### config.mk
export PLATFORM = sky130hd
export DESIGN_NAME = fieldbus_process_data_interface
export DESIGN_NICKNAME = d
export VERILOG_FILES = /design/src/fieldbus_pkg.sv /design/src/fieldbus_process_data_interface.sv /design/src/current_lowpass.sv
export VERILOG_INCLUDE_DIRS = /design/src /design/src/src
export SDC_FILE = /design/constraint.sdc
export NUM_CORES = 1
export LEC_CHECK = 0
export ABC_AREA = 0
export BUFFER_PORTS_ARGS = -buffer_cell sky130_fd_sc_hd__clkbuf_2
export CAP_MARGIN = 20
export CELL_PAD_IN_SITES_DETAIL_PLACEMENT = 0
export CELL_PAD_IN_SITES_GLOBAL_PLACEMENT = 1
export CORE_MARGIN = 2
export CORE_UTILIZATION = 42
export CTS_CLUSTER_SIZE = 24
export DETAILED_ROUTE_END_ITERATION = 16
export MAX_ROUTING_LAYER = met4
export PLACE_DENSITY = 0.9
export SYNTH_ARGS = -nofsm -noshare
export SYNTH_HDL_FRONTEND = slang
export SYNTH_SLANG_ARGS = --single-unit
### constraint.sdc
create_clock -name core_clk -period 12 [get_ports core_clk]
set_input_delay 2.4 -clock core_clk [delete_from_list [all_inputs] [get_ports core_clk]]
set_output_delay 2.4 -clock core_clk [all_outputs]
set_load 0.05 [all_outputs]
### src/fieldbus_defines.svh
// fieldbus process-data constants: field positions, codes and timing.
// assumes a 100 MHz core clock; included by bare name.
`ifndef FIELDBUS_DEFINES_SVH
`define FIELDBUS_DEFINES_SVH

`define CLK_PERIOD_NS 10
// protocol selection values
`define PROTO_INACTIVE 3'h0
`define PROTO_A_2W 3'h1
`define PROTO_A_4W 3'h2
`define PROTO_A_6W 3'h3
`define PROTO_B_2W 3'h4
`define PROTO_B_4W 3'h5
`define PROTO_B_6W 3'h6
// link-loss actions
`define LOSS_RAMP_STOP 3'h0
`define LOSS_COAST_STOP 3'h1
`define LOSS_NO_CHANGE 3'h2
`define LOSS_GO_LOCAL 3'h3
`define LOSS_LOCAL_KEEP 3'h4
// control word fields
`define CTRL_START 0
`define CTRL_ENABLE 1
`define CTRL_CW 2
`define CTRL_JOG 3
`define CTRL_REMOTE 4
`define CTRL_NO_STORE 5
`define CTRL_STOP_DETECT 6
`define CTRL_FAULT_RESET 7
`define CTRL_SEL_BASE 8
`define CTRL_SEL_STORE 13
`define CTRL_SEL_FAULT_RESET 15
// output command word
`define OUT_COUNT 5
`define OUT_SEL_BASE 8
// bus-access fault codes
`define WRITE_WHILE_ENABLED_FAULT 8'h18
`define MISSING_PARAMETER_FAULT 8'h19
`define VALUE_RANGE_FAULT 8'h1A
`define NOT_BUS_ASSIGNED_FAULT 8'h1B
`define NO_FAULT 8'h00
// parameter numbers
`define PARAM_IDLE_NUMBER 16'h03E7
`define DRIVE_STATE_PARAM 16'h0006
// drive state codes
`define STATE_READY 16'h0000
`define STATE_RUNNING 16'h0001
`define STATE_UNDERVOLTAGE 16'h0002
`define STATE_FAULTED 16'h0003
// speed scaling
`define SPEED_FULL_SCALE 16'sh1FFF
// current filters
`define FILTER_SHIFT 8
`define TORQUE_TAU_US 500000
`define MOTOR_TAU_US 300000
`define TORQUE_TAU_CYCLES (`TORQUE_TAU_US * 1000 / `CLK_PERIOD_NS)
`define MOTOR_TAU_CYCLES (`MOTOR_TAU_US * 1000 / `CLK_PERIOD_NS)
`define TORQUE_STEP_CYCLES (`TORQUE_TAU_CYCLES / (1 << `FILTER_SHIFT))
`define MOTOR_STEP_CYCLES (`MOTOR_TAU_CYCLES / (1 << `FILTER_SHIFT))

`endif

### src/fieldbus_pkg.sv
// types shared by the process-data interpreter.
// assumes nothing beyond the defines header.
`default_nettype none
package fieldbus_pkg;
  typedef enum logic [1:0] {
    LINK_DOWN = 2'b01,
    LINK_UP = 2'b10
  } link_state_t;
endpackage : fieldbus_pkg
`default_nettype wire

### src/fieldbus_process_data_interface.sv
// cyclic process-data interpreter between a fieldbus master and the drive core.
// assumes the bus board presents all command words with a one-cycle strobe
// and the drive core answers parameter accesses with a one-cycle done pulse.
`include "fieldbus_defines.svh"
`default_nettype none
module fieldbus_process_data_interface
  import fieldbus_pkg::*;
#(
  parameter int TORQUE_STEP_CYCLES = `TORQUE_STEP_CYCLES,
  parameter int MOTOR_STEP_CYCLES = `MOTOR_STEP_CYCLES
) (
  input wire logic core_clk,
  input wire logic rst,
  input wire logic [2:0] bus_protocol_select,
  input wire logic [2:0] link_loss_action,
  input wire logic master_link_lost,
  input wire logic bus_board_inactive,
  input wire logic cmd_strobe,
  input wire logic [15:0] drive_control_word,
  input wire logic [15:0] speed_reference_word,
  input wire logic [15:0] output_command_word,
  input wire logic [15:0] read_select_word,
  input wire logic [15:0] write_number_word,
  input wire logic [15:0] write_value_word,
  input wire logic [7:0] fault_code,
  input wire logic error_active,
  input wire logic pid_automatic,
  input wire logic undervoltage,
  input wire logic is_remote,
  input wire logic jog_active,
  input wire logic is_clockwise,
  input wire logic is_enabled,
  input wire logic is_running,
  input wire logic signed [13:0] speed_feedback,
  input wire logic [7:0] digital_inputs,
  input wire logic [15:0] param_read_data,
  input wire logic signed [15:0] torque_current_value,
  input wire logic signed [15:0] motor_current_value,
  input wire logic signed [15:0] max_speed_reference,
  input wire logic [4:0] function_bus_assigned,
  input wire logic [4:0] output_bus_assigned,
  input wire logic param_done,
  input wire logic param_missing,
  input wire logic param_out_of_range,
  input wire logic param_read_only,
  output logic [15:0] drive_status_word,
  output logic [15:0] speed_status_word,
  output logic [15:0] digital_input_state,
  output logic [15:0] param_readback_word,
  output logic [15:0] torque_status_word,
  output logic [15:0] motor_status_word,
  output logic remote_cmd,
  output logic jog_cmd,
  output logic clockwise_cmd,
  output logic enable_cmd,
  output logic start_cmd,
  output logic stop_detect,
  output logic fault_reset_pulse,
  output logic store_limits_nv,
  output logic signed [15:0] speed_reference,
  output logic [4:0] bus_outputs,
  output logic [15:0] param_read_number,
  output logic param_write_req,
  output logic [15:0] param_write_number,
  output logic [15:0] param_write_value
);
  link_state_t link_state, next_link_state;
  logic [2:0] word_count;
  logic link_ok;
  logic [4:0] next_funcs;
  logic next_remote, next_jog, next_cw, next_enable, next_start, next_stop_detect;
  logic next_fault_reset_pulse, next_store_limits_nv, prev_reset_bit, next_prev_reset_bit;
  logic signed [15:0] next_speed_reference;
  logic [4:0] next_bus_outputs;
  logic [15:0] next_param_read_number, next_param_write_number, next_param_write_value;
  logic next_param_write_req;
  logic [7:0] bus_fault, next_bus_fault;
  logic assign_fault_ctrl, next_assign_fault_ctrl;
  logic [15:0] last_ctrl, next_last_ctrl;
  logic [15:0] next_drive_status, next_speed_status, next_di_state, next_readback;
  logic [15:0] next_torque_status, next_motor_status;
  logic [15:0] drive_state_value;
  logic signed [15:0] torque_filtered, motor_filtered;

  current_lowpass #(.SHIFT(`FILTER_SHIFT), .STEP_CYCLES(TORQUE_STEP_CYCLES)) torque_filter (
    .core_clk(core_clk),
    .rst(rst),
    .sample(torque_current_value),
    .filtered(torque_filtered)
  );

  current_lowpass #(.SHIFT(`FILTER_SHIFT), .STEP_CYCLES(MOTOR_STEP_CYCLES)) motor_filter (
    .core_clk(core_clk),
    .rst(rst),
    .sample(motor_current_value),
    .filtered(motor_filtered)
  );

  always_comb begin
    if (bus_protocol_select == `PROTO_A_2W || bus_protocol_select == `PROTO_B_2W) begin
      word_count = 3'd2;
    end else if (bus_protocol_select == `PROTO_A_4W || bus_protocol_select == `PROTO_B_4W) begin
      word_count = 3'd4;
    end else if (bus_protocol_select == `PROTO_A_6W || bus_protocol_select == `PROTO_B_6W) begin
      word_count = 3'd6;
    end else begin
      word_count = 3'd0;
    end
  end

  assign link_ok = (word_count != 3'd0) && !master_link_lost && !bus_board_inactive;

  // drive state encoding, bus faults excluded
  always_comb begin
    if (error_active && !(fault_code >= `WRITE_WHILE_ENABLED_FAULT && fault_code <= `NOT_BUS_ASSIGNED_FAULT)) begin
      drive_state_value = `STATE_FAULTED;
    end else if (undervoltage) begin
      drive_state_value = `STATE_UNDERVOLTAGE;
    end else if (is_running) begin
      drive_state_value = `STATE_RUNNING;
    end else begin
      drive_state_value = `STATE_READY;
    end
  end

  // command interpretation
  always_comb begin
    next_link_state = link_ok ? LINK_UP : LINK_DOWN;
    next_remote = remote_cmd;
    next_jog = jog_cmd;
    next_cw = clockwise_cmd;
    next_enable = enable_cmd;
    next_start = start_cmd;
    next_stop_detect = stop_detect;
    next_fault_reset_pulse = 1'b0;
    next_prev_reset_bit = prev_reset_bit;
    next_store_limits_nv = store_limits_nv;
    next_speed_reference = speed_reference;
    next_bus_outputs = bus_outputs;
    next_param_read_number = param_read_number;
    next_param_write_number = param_write_number;
    next_param_write_value = param_write_value;
    next_param_write_req = 1'b0;
    next_bus_fault = bus_fault;
    next_assign_fault_ctrl = assign_fault_ctrl;
    next_last_ctrl = last_ctrl;
    next_funcs = {remote_cmd, jog_cmd, clockwise_cmd, enable_cmd, start_cmd};
    if (!link_ok) begin
      if (link_loss_action == `LOSS_RAMP_STOP) begin
        next_start = 1'b0;
      end else if (link_loss_action == `LOSS_COAST_STOP) begin
        next_enable = 1'b0;
      end else if (link_loss_action == `LOSS_GO_LOCAL) begin
        next_remote = 1'b0;
        next_start = 1'b0;
      end else if (link_loss_action == `LOSS_LOCAL_KEEP) begin
        next_remote = 1'b0;
      end
    end else if (link_state == LINK_DOWN) begin
      next_bus_outputs = 5'h00;
    end else if (cmd_strobe) begin
      // whole command set taken at once
      next_last_ctrl = drive_control_word;
      for (int i = 0; i < 5; i++) begin
        if (drive_control_word[`CTRL_SEL_BASE + i]) begin
          if (function_bus_assigned[i]) begin
            next_funcs[i] = drive_control_word[i];
          end else begin
            next_assign_fault_ctrl = 1'b1;
          end
        end
      end
      {next_remote, next_jog, next_cw, next_enable, next_start} = next_funcs;
      next_stop_detect = drive_control_word[`CTRL_STOP_DETECT];
      next_prev_reset_bit = drive_control_word[`CTRL_FAULT_RESET];
      next_fault_reset_pulse = drive_control_word[`CTRL_SEL_FAULT_RESET] &&
                               drive_control_word[`CTRL_FAULT_RESET] && !prev_reset_bit;
      if (drive_control_word[`CTRL_SEL_STORE]) begin
        next_store_limits_nv = !drive_control_word[`CTRL_NO_STORE];
      end
      // speed reference clamped to configured maximum
      if ($signed(speed_reference_word) > max_speed_reference) begin
        next_speed_reference = max_speed_reference;
      end else if ($signed(speed_reference_word) < -max_speed_reference) begin
        next_speed_reference = -max_speed_reference;
      end else begin
        next_speed_reference = $signed(speed_reference_word);
      end
      // a changed control word selecting no unassigned function clears the assignment fault, unless the output word raises it again
      if (drive_control_word != last_ctrl && !(|(drive_control_word[12:8] & ~function_bus_assigned))) begin
        next_assign_fault_ctrl = 1'b0;
      end
      if (word_count >= 3'd4) begin
        for (int i = 0; i < `OUT_COUNT; i++) begin
          if (output_command_word[`OUT_SEL_BASE + i]) begin
            if (output_bus_assigned[i]) begin
              next_bus_outputs[i] = output_command_word[i];
            end else begin
              next_assign_fault_ctrl = 1'b1;
            end
          end
        end
        next_param_read_number = read_select_word;
      end
      if (word_count == 3'd6) begin
        if (write_number_word == `PARAM_IDLE_NUMBER) begin
          if (bus_fault != `NOT_BUS_ASSIGNED_FAULT) begin
            next_bus_fault = `NO_FAULT;
          end
        end else if (write_number_word != param_write_number || write_value_word != param_write_value) begin
          if (is_enabled) begin
            next_bus_fault = `WRITE_WHILE_ENABLED_FAULT;
          end else begin
            next_param_write_req = 1'b1;
          end
        end
        next_param_write_number = write_number_word;
        next_param_write_value = write_value_word;
      end
    end
    if (param_done) begin
      if (param_missing) begin
        next_bus_fault = `MISSING_PARAMETER_FAULT;
      end else if (param_out_of_range) begin
        next_bus_fault = `VALUE_RANGE_FAULT;
      end else if (param_read_only) begin
        next_bus_fault = `NOT_BUS_ASSIGNED_FAULT;
      end else if (next_bus_fault == bus_fault) begin
        // a fault raised by this cycle's strobe beats a clean result
        next_bus_fault = `NO_FAULT;
      end
    end
  end

  // status words
  always_comb begin
    // status high flags and fault code
    next_drive_status = {error_active, pid_automatic, undervoltage, is_remote, jog_active, is_clockwise,
                         is_enabled, is_running, fault_code};
    if (assign_fault_ctrl) begin
      next_drive_status[7:0] = `NOT_BUS_ASSIGNED_FAULT;
    end else if (bus_fault != `NO_FAULT) begin
      next_drive_status[7:0] = bus_fault;
    end
    next_speed_status = {{2{speed_feedback[13]}}, speed_feedback};
    // input one in bit 7, the top bit of the low byte
    for (int i = 0; i < 8; i++) begin
      next_di_state[7 - i] = digital_inputs[i];
    end
    next_di_state[15:8] = 8'h00;
    next_readback = (param_read_number == `DRIVE_STATE_PARAM) ? drive_state_value : param_read_data;
    next_torque_status = torque_filtered;
    next_motor_status = motor_filtered;
    // words beyond the selected count stay zero
    if (word_count < 3'd2) begin
      next_drive_status = 16'h0000;
      next_speed_status = 16'h0000;
    end
    if (word_count < 3'd4) begin
      next_di_state = 16'h0000;
      next_readback = 16'h0000;
    end
    if (word_count < 3'd6) begin
      next_torque_status = 16'h0000;
      next_motor_status = 16'h0000;
    end
  end

  always_ff @(posedge core_clk or posedge rst) begin
    if (rst) begin
      link_state <= LINK_DOWN;
      remote_cmd <= 1'b0;
      jog_cmd <= 1'b0;
      clockwise_cmd <= 1'b0;
      enable_cmd <= 1'b0;
      start_cmd <= 1'b0;
      stop_detect <= 1'b0;
      fault_reset_pulse <= 1'b0;
      prev_reset_bit <= 1'b0;
      store_limits_nv <= 1'b1;
      speed_reference <= 16'sh0000;
      bus_outputs <= 5'h00;
      param_read_number <= 16'h0000;
      param_write_req <= 1'b0;
      param_write_number <= `PARAM_IDLE_NUMBER;
      param_write_value <= 16'h0000;
      bus_fault <= `NO_FAULT;
      assign_fault_ctrl <= 1'b0;
      last_ctrl <= 16'h0000;
      drive_status_word <= 16'h0000;
      speed_status_word <= 16'h0000;
      digital_input_state <= 16'h0000;
      param_readback_word <= 16'h0000;
      torque_status_word <= 16'h0000;
      motor_status_word <= 16'h0000;
    end else begin
      link_state <= next_link_state;
      remote_cmd <= next_remote;
      jog_cmd <= next_jog;
      clockwise_cmd <= next_cw;
      enable_cmd <= next_enable;
      start_cmd <= next_start;
      stop_detect <= next_stop_detect;
      fault_reset_pulse <= next_fault_reset_pulse;
      prev_reset_bit <= next_prev_reset_bit;
      store_limits_nv <= next_store_limits_nv;
      speed_reference <= next_speed_reference;
      bus_outputs <= next_bus_outputs;
      param_read_number <= next_param_read_number;
      param_write_req <= next_param_write_req;
      param_write_number <= next_param_write_number;
      param_write_value <= next_param_write_value;
      bus_fault <= next_bus_fault;
      assign_fault_ctrl <= next_assign_fault_ctrl;
      last_ctrl <= next_last_ctrl;
      drive_status_word <= next_drive_status;
      speed_status_word <= next_speed_status;
      digital_input_state <= next_di_state;
      param_readback_word <= next_readback;
      torque_status_word <= next_torque_status;
      motor_status_word <= next_motor_status;
    end
  end
endmodule : fieldbus_process_data_interface
`default_nettype wire

### src/current_lowpass.sv
// first-order low-pass filter for a signed current value.
// assumes the time constant equals STEP_CYCLES * 2**SHIFT clock cycles.
`default_nettype none
module current_lowpass #(
  parameter int SHIFT = 8,
  parameter int STEP_CYCLES = 1
) (
  input wire logic core_clk,
  input wire logic rst,
  input wire logic signed [15:0] sample,
  output logic signed [15:0] filtered
);
  logic [31:0] tick_count, next_tick_count;
  logic signed [16+SHIFT-1:0] acc, next_acc;
  logic signed [16+SHIFT-1:0] delta;

  always_comb begin
    next_tick_count = tick_count + 32'h0000_0001;
    next_acc = acc;
    delta = {{SHIFT{sample[15]}}, sample} - (acc >>> SHIFT);
    if (tick_count >= 32'(STEP_CYCLES - 1)) begin
      next_tick_count = 32'h0000_0000;
      // acc tracks the input scaled by 2**SHIFT
      next_acc = acc + delta;
    end
  end

  always_ff @(posedge core_clk or posedge rst) begin
    if (rst) begin
      tick_count <= 32'h0000_0000;
      acc <= '0;
    end else begin
      tick_count <= next_tick_count;
      acc <= next_acc;
    end
  end

  assign filtered = acc[16+SHIFT-1:SHIFT];
endmodule : current_lowpass
`default_nettype wire

==> flow_metrics.py, run 1 <==
metrics = {
    "run_status": {
        "status": "complete, no violations",
    },
    "detailed_routing": {
        "drtPass1Iterations": 5,
        "drt-wirelength-per-cell_um": 17.60,
        "vias": 13940,
        "dr.first_iter.drc_count": 720,
        "drt_wl_total_um": 47030,
        "viasPerCell": 5.213,
        "ant_nets": 0,
        "drc": 0,
    },
    "timing": {
        "rsz0062_at_grt": "no",
        "relSlewSlack": 0.2833,
        "finalCritPeriodShare": 0.5545,
        "final.min_clock_period_ns": 6.654,
        "worst_hold_slack_ns": 0.4611,
        "tns_ns": 0,
        "finalHoldViolations": 0,
        "fmax_ghz": 0.1503,
        "slew_viol_final": 0,
        "finalClockSkew_ns": 0.02114,
        "setup_viol": 0,
        "tightest_slew_ns": 1.075,
    },
    "final_layout": {
        "final_nets": 2460,
        "finish.utilization": 0.5238,
        "fin_area_um2": 20810,
        "drive_gt1_frac": 0.2537,
        "fillers": 3541,
        "area_growth_syn_to_layout_pct": 23.11,
    },
    "cts": {
        "cts_buffers": 35,
        "clockBufferDepth": 3,
        "post_cts_resized": 0,
        "post_cts_buffers": 0,
        "hold_buffers": 0,
        "clk_latency_ns": 0.52,
        "cts_tree": "yes",
        "root_buffer": "clkbuf_16",
        "clk_pin_slew_ns": 0.06,
        "clock-sinks": 302,
        "htree_num_levels": 2,
    },
    "placement": {
        "portBuffers": 382,
        "place_area_um2": 19480,
        "dp_hpwl_um": 36120,
        "place_congestion": 0.9579,
    },
    "synthesis": {
        "yosys.cell_count.top_type": "dfrtp_1",
        "yosysWarnings": 0,
        "avgSynthCellArea_um2": 9.921,
        "synth.distinct_cells": 71,
        "ys_top_cells_by_count": "dfrtp_1 (292), nor2_1 (140), nand2_1 (130)",
        "yosysTopAreaCell": "dfrtp_1",
        "yosys-top-cells-area": "dfrtp_1 (43%), ha_1 (8.5%), xnor2_1 (6.0%), mux2_2 (3.9%), nor2_1 (3.1%)",
        "synth-main-ff-cell": "dfrtp_1",
        "async_flop_share": 1.000,
        "synth-edff-count": 0,
        "ys_seq_area_frac": 0.4478,
        "yosysTopAreaCellShare": 0.4322,
        "netlist_instances": 1704,
        "synth_area_um2": 16900,
        "ys_seq_elements": 302,
    },
    "floorplanning": {
        "rows": 73,
        "io_pins": 397,
        "fp.coreArea_um2": 39730,
        "die_h_um": 204.6,
        "initial_utilization": 0.4255,
        "dieArea_um2": 41870,
        "die_w_um": 204.6,
    },
    "global_route": {
        "grt_pass1_wl_um": 73650,
        "antenna_found_initial": 4,
        "grt_util_all_layers": 0.2270,
        "grt_overflow": 0,
        "grt_max_degree": 149,
        "first_global_vias": 13820,
    },
    "setup_path": {
        "critPathCaptureType": "flop",
        "r2r_slack_ns": 6.89,
        "r2r-end": "motor_filter.acc[23]$_DFFE_PP0N_",
        "rr_startpoint": "motor_filter.acc[8]$_DFFE_PP0N_",
        "crit_path_start_kind": "input port",
        "critPathCapture": "motor_filter.acc[23]$_DFFE_PP0N_",
        "worstRegToRegCells": 19,
        "crit_path_start": "motor_current_value[0]",
        "crit_arrival_ns": 7.10,
        "cpPeakStageDelay_ns": 0.51,
        "crit_chain": "clkbuf_2, inv_1, ha_1, fa_1, nor2b_1, o21a_1, o21ai_1, a211o_1, a311oi_1, o21a_1, o21ai_0, mux2_2, a2111oi_0, ha_1, a211oi_1, nand2b_1, o21ai_1, o21ai_0, a31oi_1, mux2i_1, xnor2_1",
        "cp_max_fo": 4,
        "crit_slowest_cell": "a2111oi_0",
        "crit_required_ns": 12.45,
        "crit_type": "input port to flop",
    },
    "min_path": {
        "hold_class": "flop to flop",
        "min_path_cells": 1,
    },
    "power_and_ir_drop": {
        "powerDensity_nw_per_um2": 272.2,
        "leakage_nw": 10.37,
        "peakVddDrop_mv": 0.1611,
    },
    "run": {
        "max_cap_viol_count": 0,
    },
}
## worst min path at each step
stage	end	startpoint	slack, ns
detailed placement	torque_filter.tick_count[0]$_DFF_PP0_	torque_filter.tick_count[0]$_DFF_PP0_	0.46
global route	torque_filter.tick_count[0]$_DFF_PP0_	torque_filter.tick_count[0]$_DFF_PP0_	0.49
floorplan	torque_filter.tick_count[0]$_DFF_PP0_	torque_filter.tick_count[0]$_DFF_PP0_	0.43
finish	torque_filter.tick_count[0]$_DFF_PP0_	torque_filter.tick_count[0]$_DFF_PP0_	0.46
CTS	torque_filter.tick_count[0]$_DFF_PP0_	torque_filter.tick_count[0]$_DFF_PP0_	0.47
global placement	torque_filter.tick_count[0]$_DFF_PP0_	torque_filter.tick_count[0]$_DFF_PP0_	0.45
## cell families (layout without fill, tap and decap cells)
| kind of cell | Yosys count | in the layout | share of synthesized area |
|---|---|---|---|
| and+or+nand+nor | 549 | 549 | 0.1638 |
| AOI/OAI and AO/OA | 338 | 338 | 0.1279 |
| DFF | 302 | 302 | 0.4478 |
| xor gates and xnor gates | 159 | 159 | 0.08282 |
| buffers and inverters | 159 | 563 | 0.03775 |
| adders and majority gates | 119 | 119 | 0.08985 |
| muxes | 77 | 77 | 0.04989 |
| other | 1 | 41 | 0.0002218 |
## stage by stage
stage	std cells	power [W]	setup slack, ns
floorplan	1740	0.003858	1.271
global placement	2602	0.004424	4.886
detailed placement	2602	0.004500	4.845
CTS	2665	0.005688	5.377
global route	2673	0.006144	4.957
finish	2673	0.005665	5.346
## layer usage
layer	vias to the layer above	share of wire	global-route usage
li1	6756	-	-
met1	6732	0.42	0.2748
met2	367	0.49	0.3834
met3	80	0.056	0.04009
met4	0	0.026	0.07428
met5	-	0	-
## flip-flops by register name (all words and copies together), names as in the netlist, 2 cells and up
name                      flops
bus_fault                     8
bus_outputs                   5
digital_input_state           8
drive_status_word            16
last_ctrl                    16
link_state                    2
motor_filter.acc             24
motor_filter.tick_count      32
motor_status_word            16
param_read_number            16
param_readback_word          16
param_write_number           16
param_write_value            16
speed_reference              16
speed_status_word            14
torque_filter.acc            24
torque_filter.tick_count     32
torque_status_word           16
## cell type report
cell class	count	area (um2)	area share
multi-input combinational	1279	8869	0.4261
sequential	302	7570	0.3637
timing repair buffer	396	2064	0.09919
clock buffer	44	980.9	0.04713
tap	525	656.9	0.03156
inverter	104	397.9	0.01912
clock inverter	19	264.0	0.01268
antenna	4	10.01	0.0004809
## worst max-delay path: cells and delay by family
family | cells | cell delay, ns
xor gates and xnor gates | 1 | 0.14
AOI/OAI and AO/OA | 11 | 2.67
buffers and inverters | 2 | 0.12
muxes | 2 | 0.51
and+or+nand+nor | 2 | 0.25
adders and majority gates | 3 | 1.01
## cell usage in the layout, fill, tap and decap left out, drive strengths merged, types with 6 or more instances in the layout
| cell type | netlist | final |
|---|---|---|
| nand4 | 25 | 25 |
| nor2b | 26 | 26 |
| a221o | 7 | 7 |
| buf | 20 | 14 |
| o21bai | 12 | 12 |
| clkbuf | 35 | 426 |
| a211oi | 16 | 16 |
| a21oi | 93 | 93 |
| dfstp | 10 | 10 |
| o211ai | 7 | 7 |
| dfrtp | 292 | 292 |
| a21o | 25 | 25 |
| conb | 1 | 37 |
| a31oi | 15 | 15 |
| nand2b | 18 | 18 |
| and3 | 51 | 51 |
| o21ai | 88 | 88 |
| nor2 | 140 | 140 |
| nand2 | 130 | 130 |
| or3 | 6 | 6 |
| nor4 | 17 | 17 |
| nor3 | 32 | 32 |
| a2111oi | 6 | 6 |
| mux2i | 19 | 19 |
| inv | 104 | 107 |
| mux2 | 58 | 58 |
| xnor2 | 116 | 116 |
| o31ai | 6 | 6 |
| xor2 | 43 | 43 |
| ha | 115 | 115 |
| or2 | 6 | 6 |
| and2 | 45 | 45 |
| o21a | 18 | 18 |
| nand3 | 36 | 36 |
| clkinv | 0 | 7 |
## report_power, final
part / internal (W) / switching (W) / total (W)
clock: 0.000695 / 0.000452 / 0.00115
sequential: 0.00126 / 0.000166 / 0.00143
combinational: 0.00128 / 0.00181 / 0.00309
(Power assumes the default switching activity.)
==> inputs of run 2 (changes only) <==
==> constraint.sdc (replaced) <==
create_clock -name core_clk -period 6.8 [get_ports core_clk]
set_input_delay 1.36 -clock core_clk [delete_from_list [all_inputs] [get_ports core_clk]]
set_output_delay 1.36 -clock core_clk [all_outputs]
set_load 0.05 [all_outputs]
==> run 2 against run 1 <==
Critical endpoint is now motor_filter.acc[21]$_DFFE_PP0N_; sequential power rose by 76%; first-iteration DRC count grew 8.2%; register-to-register slack worse by 5.2 ns; critical path type unchanged; clock skew down 0.0095 ns.
==> flow_metrics.py, run 2 (same netlist as run 1, synthesis figures left out) <==
metrics = {
    "timing": {
        "finalClockSkew_ns": 0.01165,
        "rsz0062_at_grt": "no",
        "tns_ns": 0,
        "finalHoldViolations": 0,
        "final.min_clock_period_ns": 5.581,
        "finalCritPeriodShare": 0.8208,
        "fmax_ghz": 0.1792,
        "tightest_slew_ns": 1.091,
        "slew_viol_final": 0,
        "relSlewSlack": 0.2724,
        "worst_hold_slack_ns": 0.4590,
        "setup_viol": 0,
    },
    "power_and_ir_drop": {
        "powerDensity_nw_per_um2": 477.5,
        "peakVddDrop_mv": 0.4276,
        "pwr-share-clk": 0.198,
        "p_switching_w": 0.004218,
        "swShare": 0.4262,
        "leakage_nw": 10.32,
        "internal_power_w": 0.005679,
        "power_frac_comb": 0.548,
        "p_seq_frac": 0.254,
    },
    "setup_path": {
        "crit_type": "input port to flop",
        "r2r_slack_ns": 1.72,
        "cpPeakStageDelay_ns": 0.48,
        "cp_max_fo": 4,
        "crit_slowest_cell": "a2111oi_0",
        "crit_chain": "clkbuf_2, inv_1, ha_1, fa_1, nor2b_1, o21a_1, o21ai_1, a211o_1, a311oi_1, o21a_1, o21ai_0, mux2_2, a2111oi_0, ha_1, a211oi_1, nand2b_1, o211ai_1, a21boi_0, o31ai_1, xor2_1, a21oi_1",
        "rr_startpoint": "motor_filter.acc[8]$_DFFE_PP0N_",
        "critPathCaptureType": "flop",
        "crit_required_ns": 7.20,
        "crit_arrival_ns": 5.98,
        "worstRegToRegCells": 19,
        "r2r-end": "motor_filter.acc[21]$_DFFE_PP0N_",
        "crit_path_start_kind": "input port",
    },
    "placement": {
        "portBuffers": 382,
        "dp_hpwl_um": 35230,
        "place_congestion": 0.9244,
    },
    "cts": {
        "clock-sinks": 302,
        "clk_latency_ns": 0.53,
        "cts_buffers": 35,
        "post_cts_buffers": 0,
        "hold_buffers": 0,
        "clk_pin_slew_ns": 0.06,
        "clockBufferDepth": 3,
        "cts_tree": "yes",
        "root_buffer": "clkbuf_16",
        "post_cts_resized": 0,
        "htree_num_levels": 2,
    },
    "floorplanning": {
        "io_pins": 397,
        "rows": 73,
        "initial_utilization": 0.4255,
        "die_w_um": 204.6,
        "fp.coreArea_um2": 39730,
        "die_h_um": 204.6,
        "dieArea_um2": 41870,
    },
    "min_path": {
        "min_path_cells": 1,
        "min-delay-start": "torque_filter.tick_count[0]$_DFF_PP0_",
        "hold_class": "flop to flop",
        "min_to": "torque_filter.tick_count[0]$_DFF_PP0_",
    },
    "global_route": {
        "grt_max_degree": 154,
        "grt_overflow": 0,
        "first_global_vias": 13620,
        "grt_pass1_wl_um": 72530,
        "grt_util_all_layers": 0.2241,
        "antenna_found_initial": 2,
    },
    "detailed_routing": {
        "drt-wirelength-per-cell_um": 17.30,
        "viasPerCell": 5.187,
        "vias": 13840,
        "ant_nets": 0,
        "drc": 0,
        "dr.first_iter.drc_count": 779,
        "drt_wl_total_um": 46170,
        "drtPass1Iterations": 5,
    },
    "final_layout": {
        "final_nets": 2459,
        "seqCellArea_um2": 7570,
        "drive_gt1_frac": 0.2514,
        "area_growth_syn_to_layout_pct": 22.62,
        "mostFrequentLayoutCells": "clkbuf_2 (382), dfrtp_1 (292), nor2_1 (140)",
        "largestRegisters": "motor_filter.tick_count: 32 flops, torque_filter.tick_count: 32 flops",
        "fillers": 3574,
        "mostFrequentLayoutCell": "clkbuf_2",
        "multiInputGateArea_um2": 8869,
    },
    "run_status": {
        "status": "complete, no violations",
    },
    "run": {
        "max_cap_viol_count": 0,
    },
}
run 2: power by group through the flow:
stage	Combinational (W)	Clock (W)	Sequential [W]
after CTS	0.00542	0.00202	0.00252
after global routing	0.00610	0.00208	0.00256
after detailed placement	0.00538	0	0.00255
after floorplan	0.00381	0	0.00300
final	0.00542	0.00196	0.00252
after global placement	0.00527	0	0.00254
run 2: final cells by class:
type                            instances  share of cell area
Sequential cell                       302              0.3652
Multi-Input combinational cell       1279              0.4278
Timing Repair Buffer                  395             0.09851
Tap cell                              525             0.03169
Antenna cell                            3           0.0003622
Clock buffer                           46             0.04823
Inverter                              104             0.01901
Clock inverter                         14            0.009175
run 2: worst max-delay path by stage:
stage                            start                           endpoint  slack, ns  cells after the start
2_1_floorplan                      rst      assign_fault_ctrl$_DFFE_PP0P_       1.43                      1
3_3_place_gp   torque_current_value[0]  torque_filter.acc[23]$_DFFE_PP0N_       0.80                     23
3_5_place_dp    motor_current_value[0]   motor_filter.acc[21]$_DFFE_PP0N_       0.72                     21
4_1_cts         motor_current_value[0]   motor_filter.acc[23]$_DFFE_PP0N_       1.29                     21
5_1_grt         motor_current_value[0]   motor_filter.acc[23]$_DFFE_PP0N_       0.86                     21
6_report        motor_current_value[0]   motor_filter.acc[21]$_DFFE_PP0N_       1.22                     21
run 2: through the flow:
stage | instance area [um2] | utilization | std cells | setup slack [ns] | total power (W)
global route | 20730 | 0.5217 | 2667 | 0.8589 | 0.01074
global placement | 19510 | 0.4910 | 2603 | 0.7999 | 0.007807
CTS | 20700 | 0.5210 | 2663 | 1.291 | 0.009960
finish | 20730 | 0.5217 | 2668 | 1.219 | 0.009897
floorplan | 17040 | - | 1740 | 1.433 | 0.006810
detailed placement | 19510 | 0.4910 | 2603 | 0.7214 | 0.007931
run 2: worst max-delay path, delay by kind of cell:
kind | cells | cell delay, ns
buffers and inverters | 2 | 0.12
muxes | 1 | 0.28
adders and majority gates | 3 | 0.99
and+or+nand+nor | 2 | 0.27
xor gates and xnor gates | 1 | 0.18
AOI/OAI and AO/OA | 12 | 2.78
run 2: routing by layer:
metal | share of wire | global-route usage
met5 | 0 | -
met4 | 0.027 | 0.06418
met3 | 0.054 | 0.04200
met2 | 0.49 | 0.3774
met1 | 0.43 | 0.2742
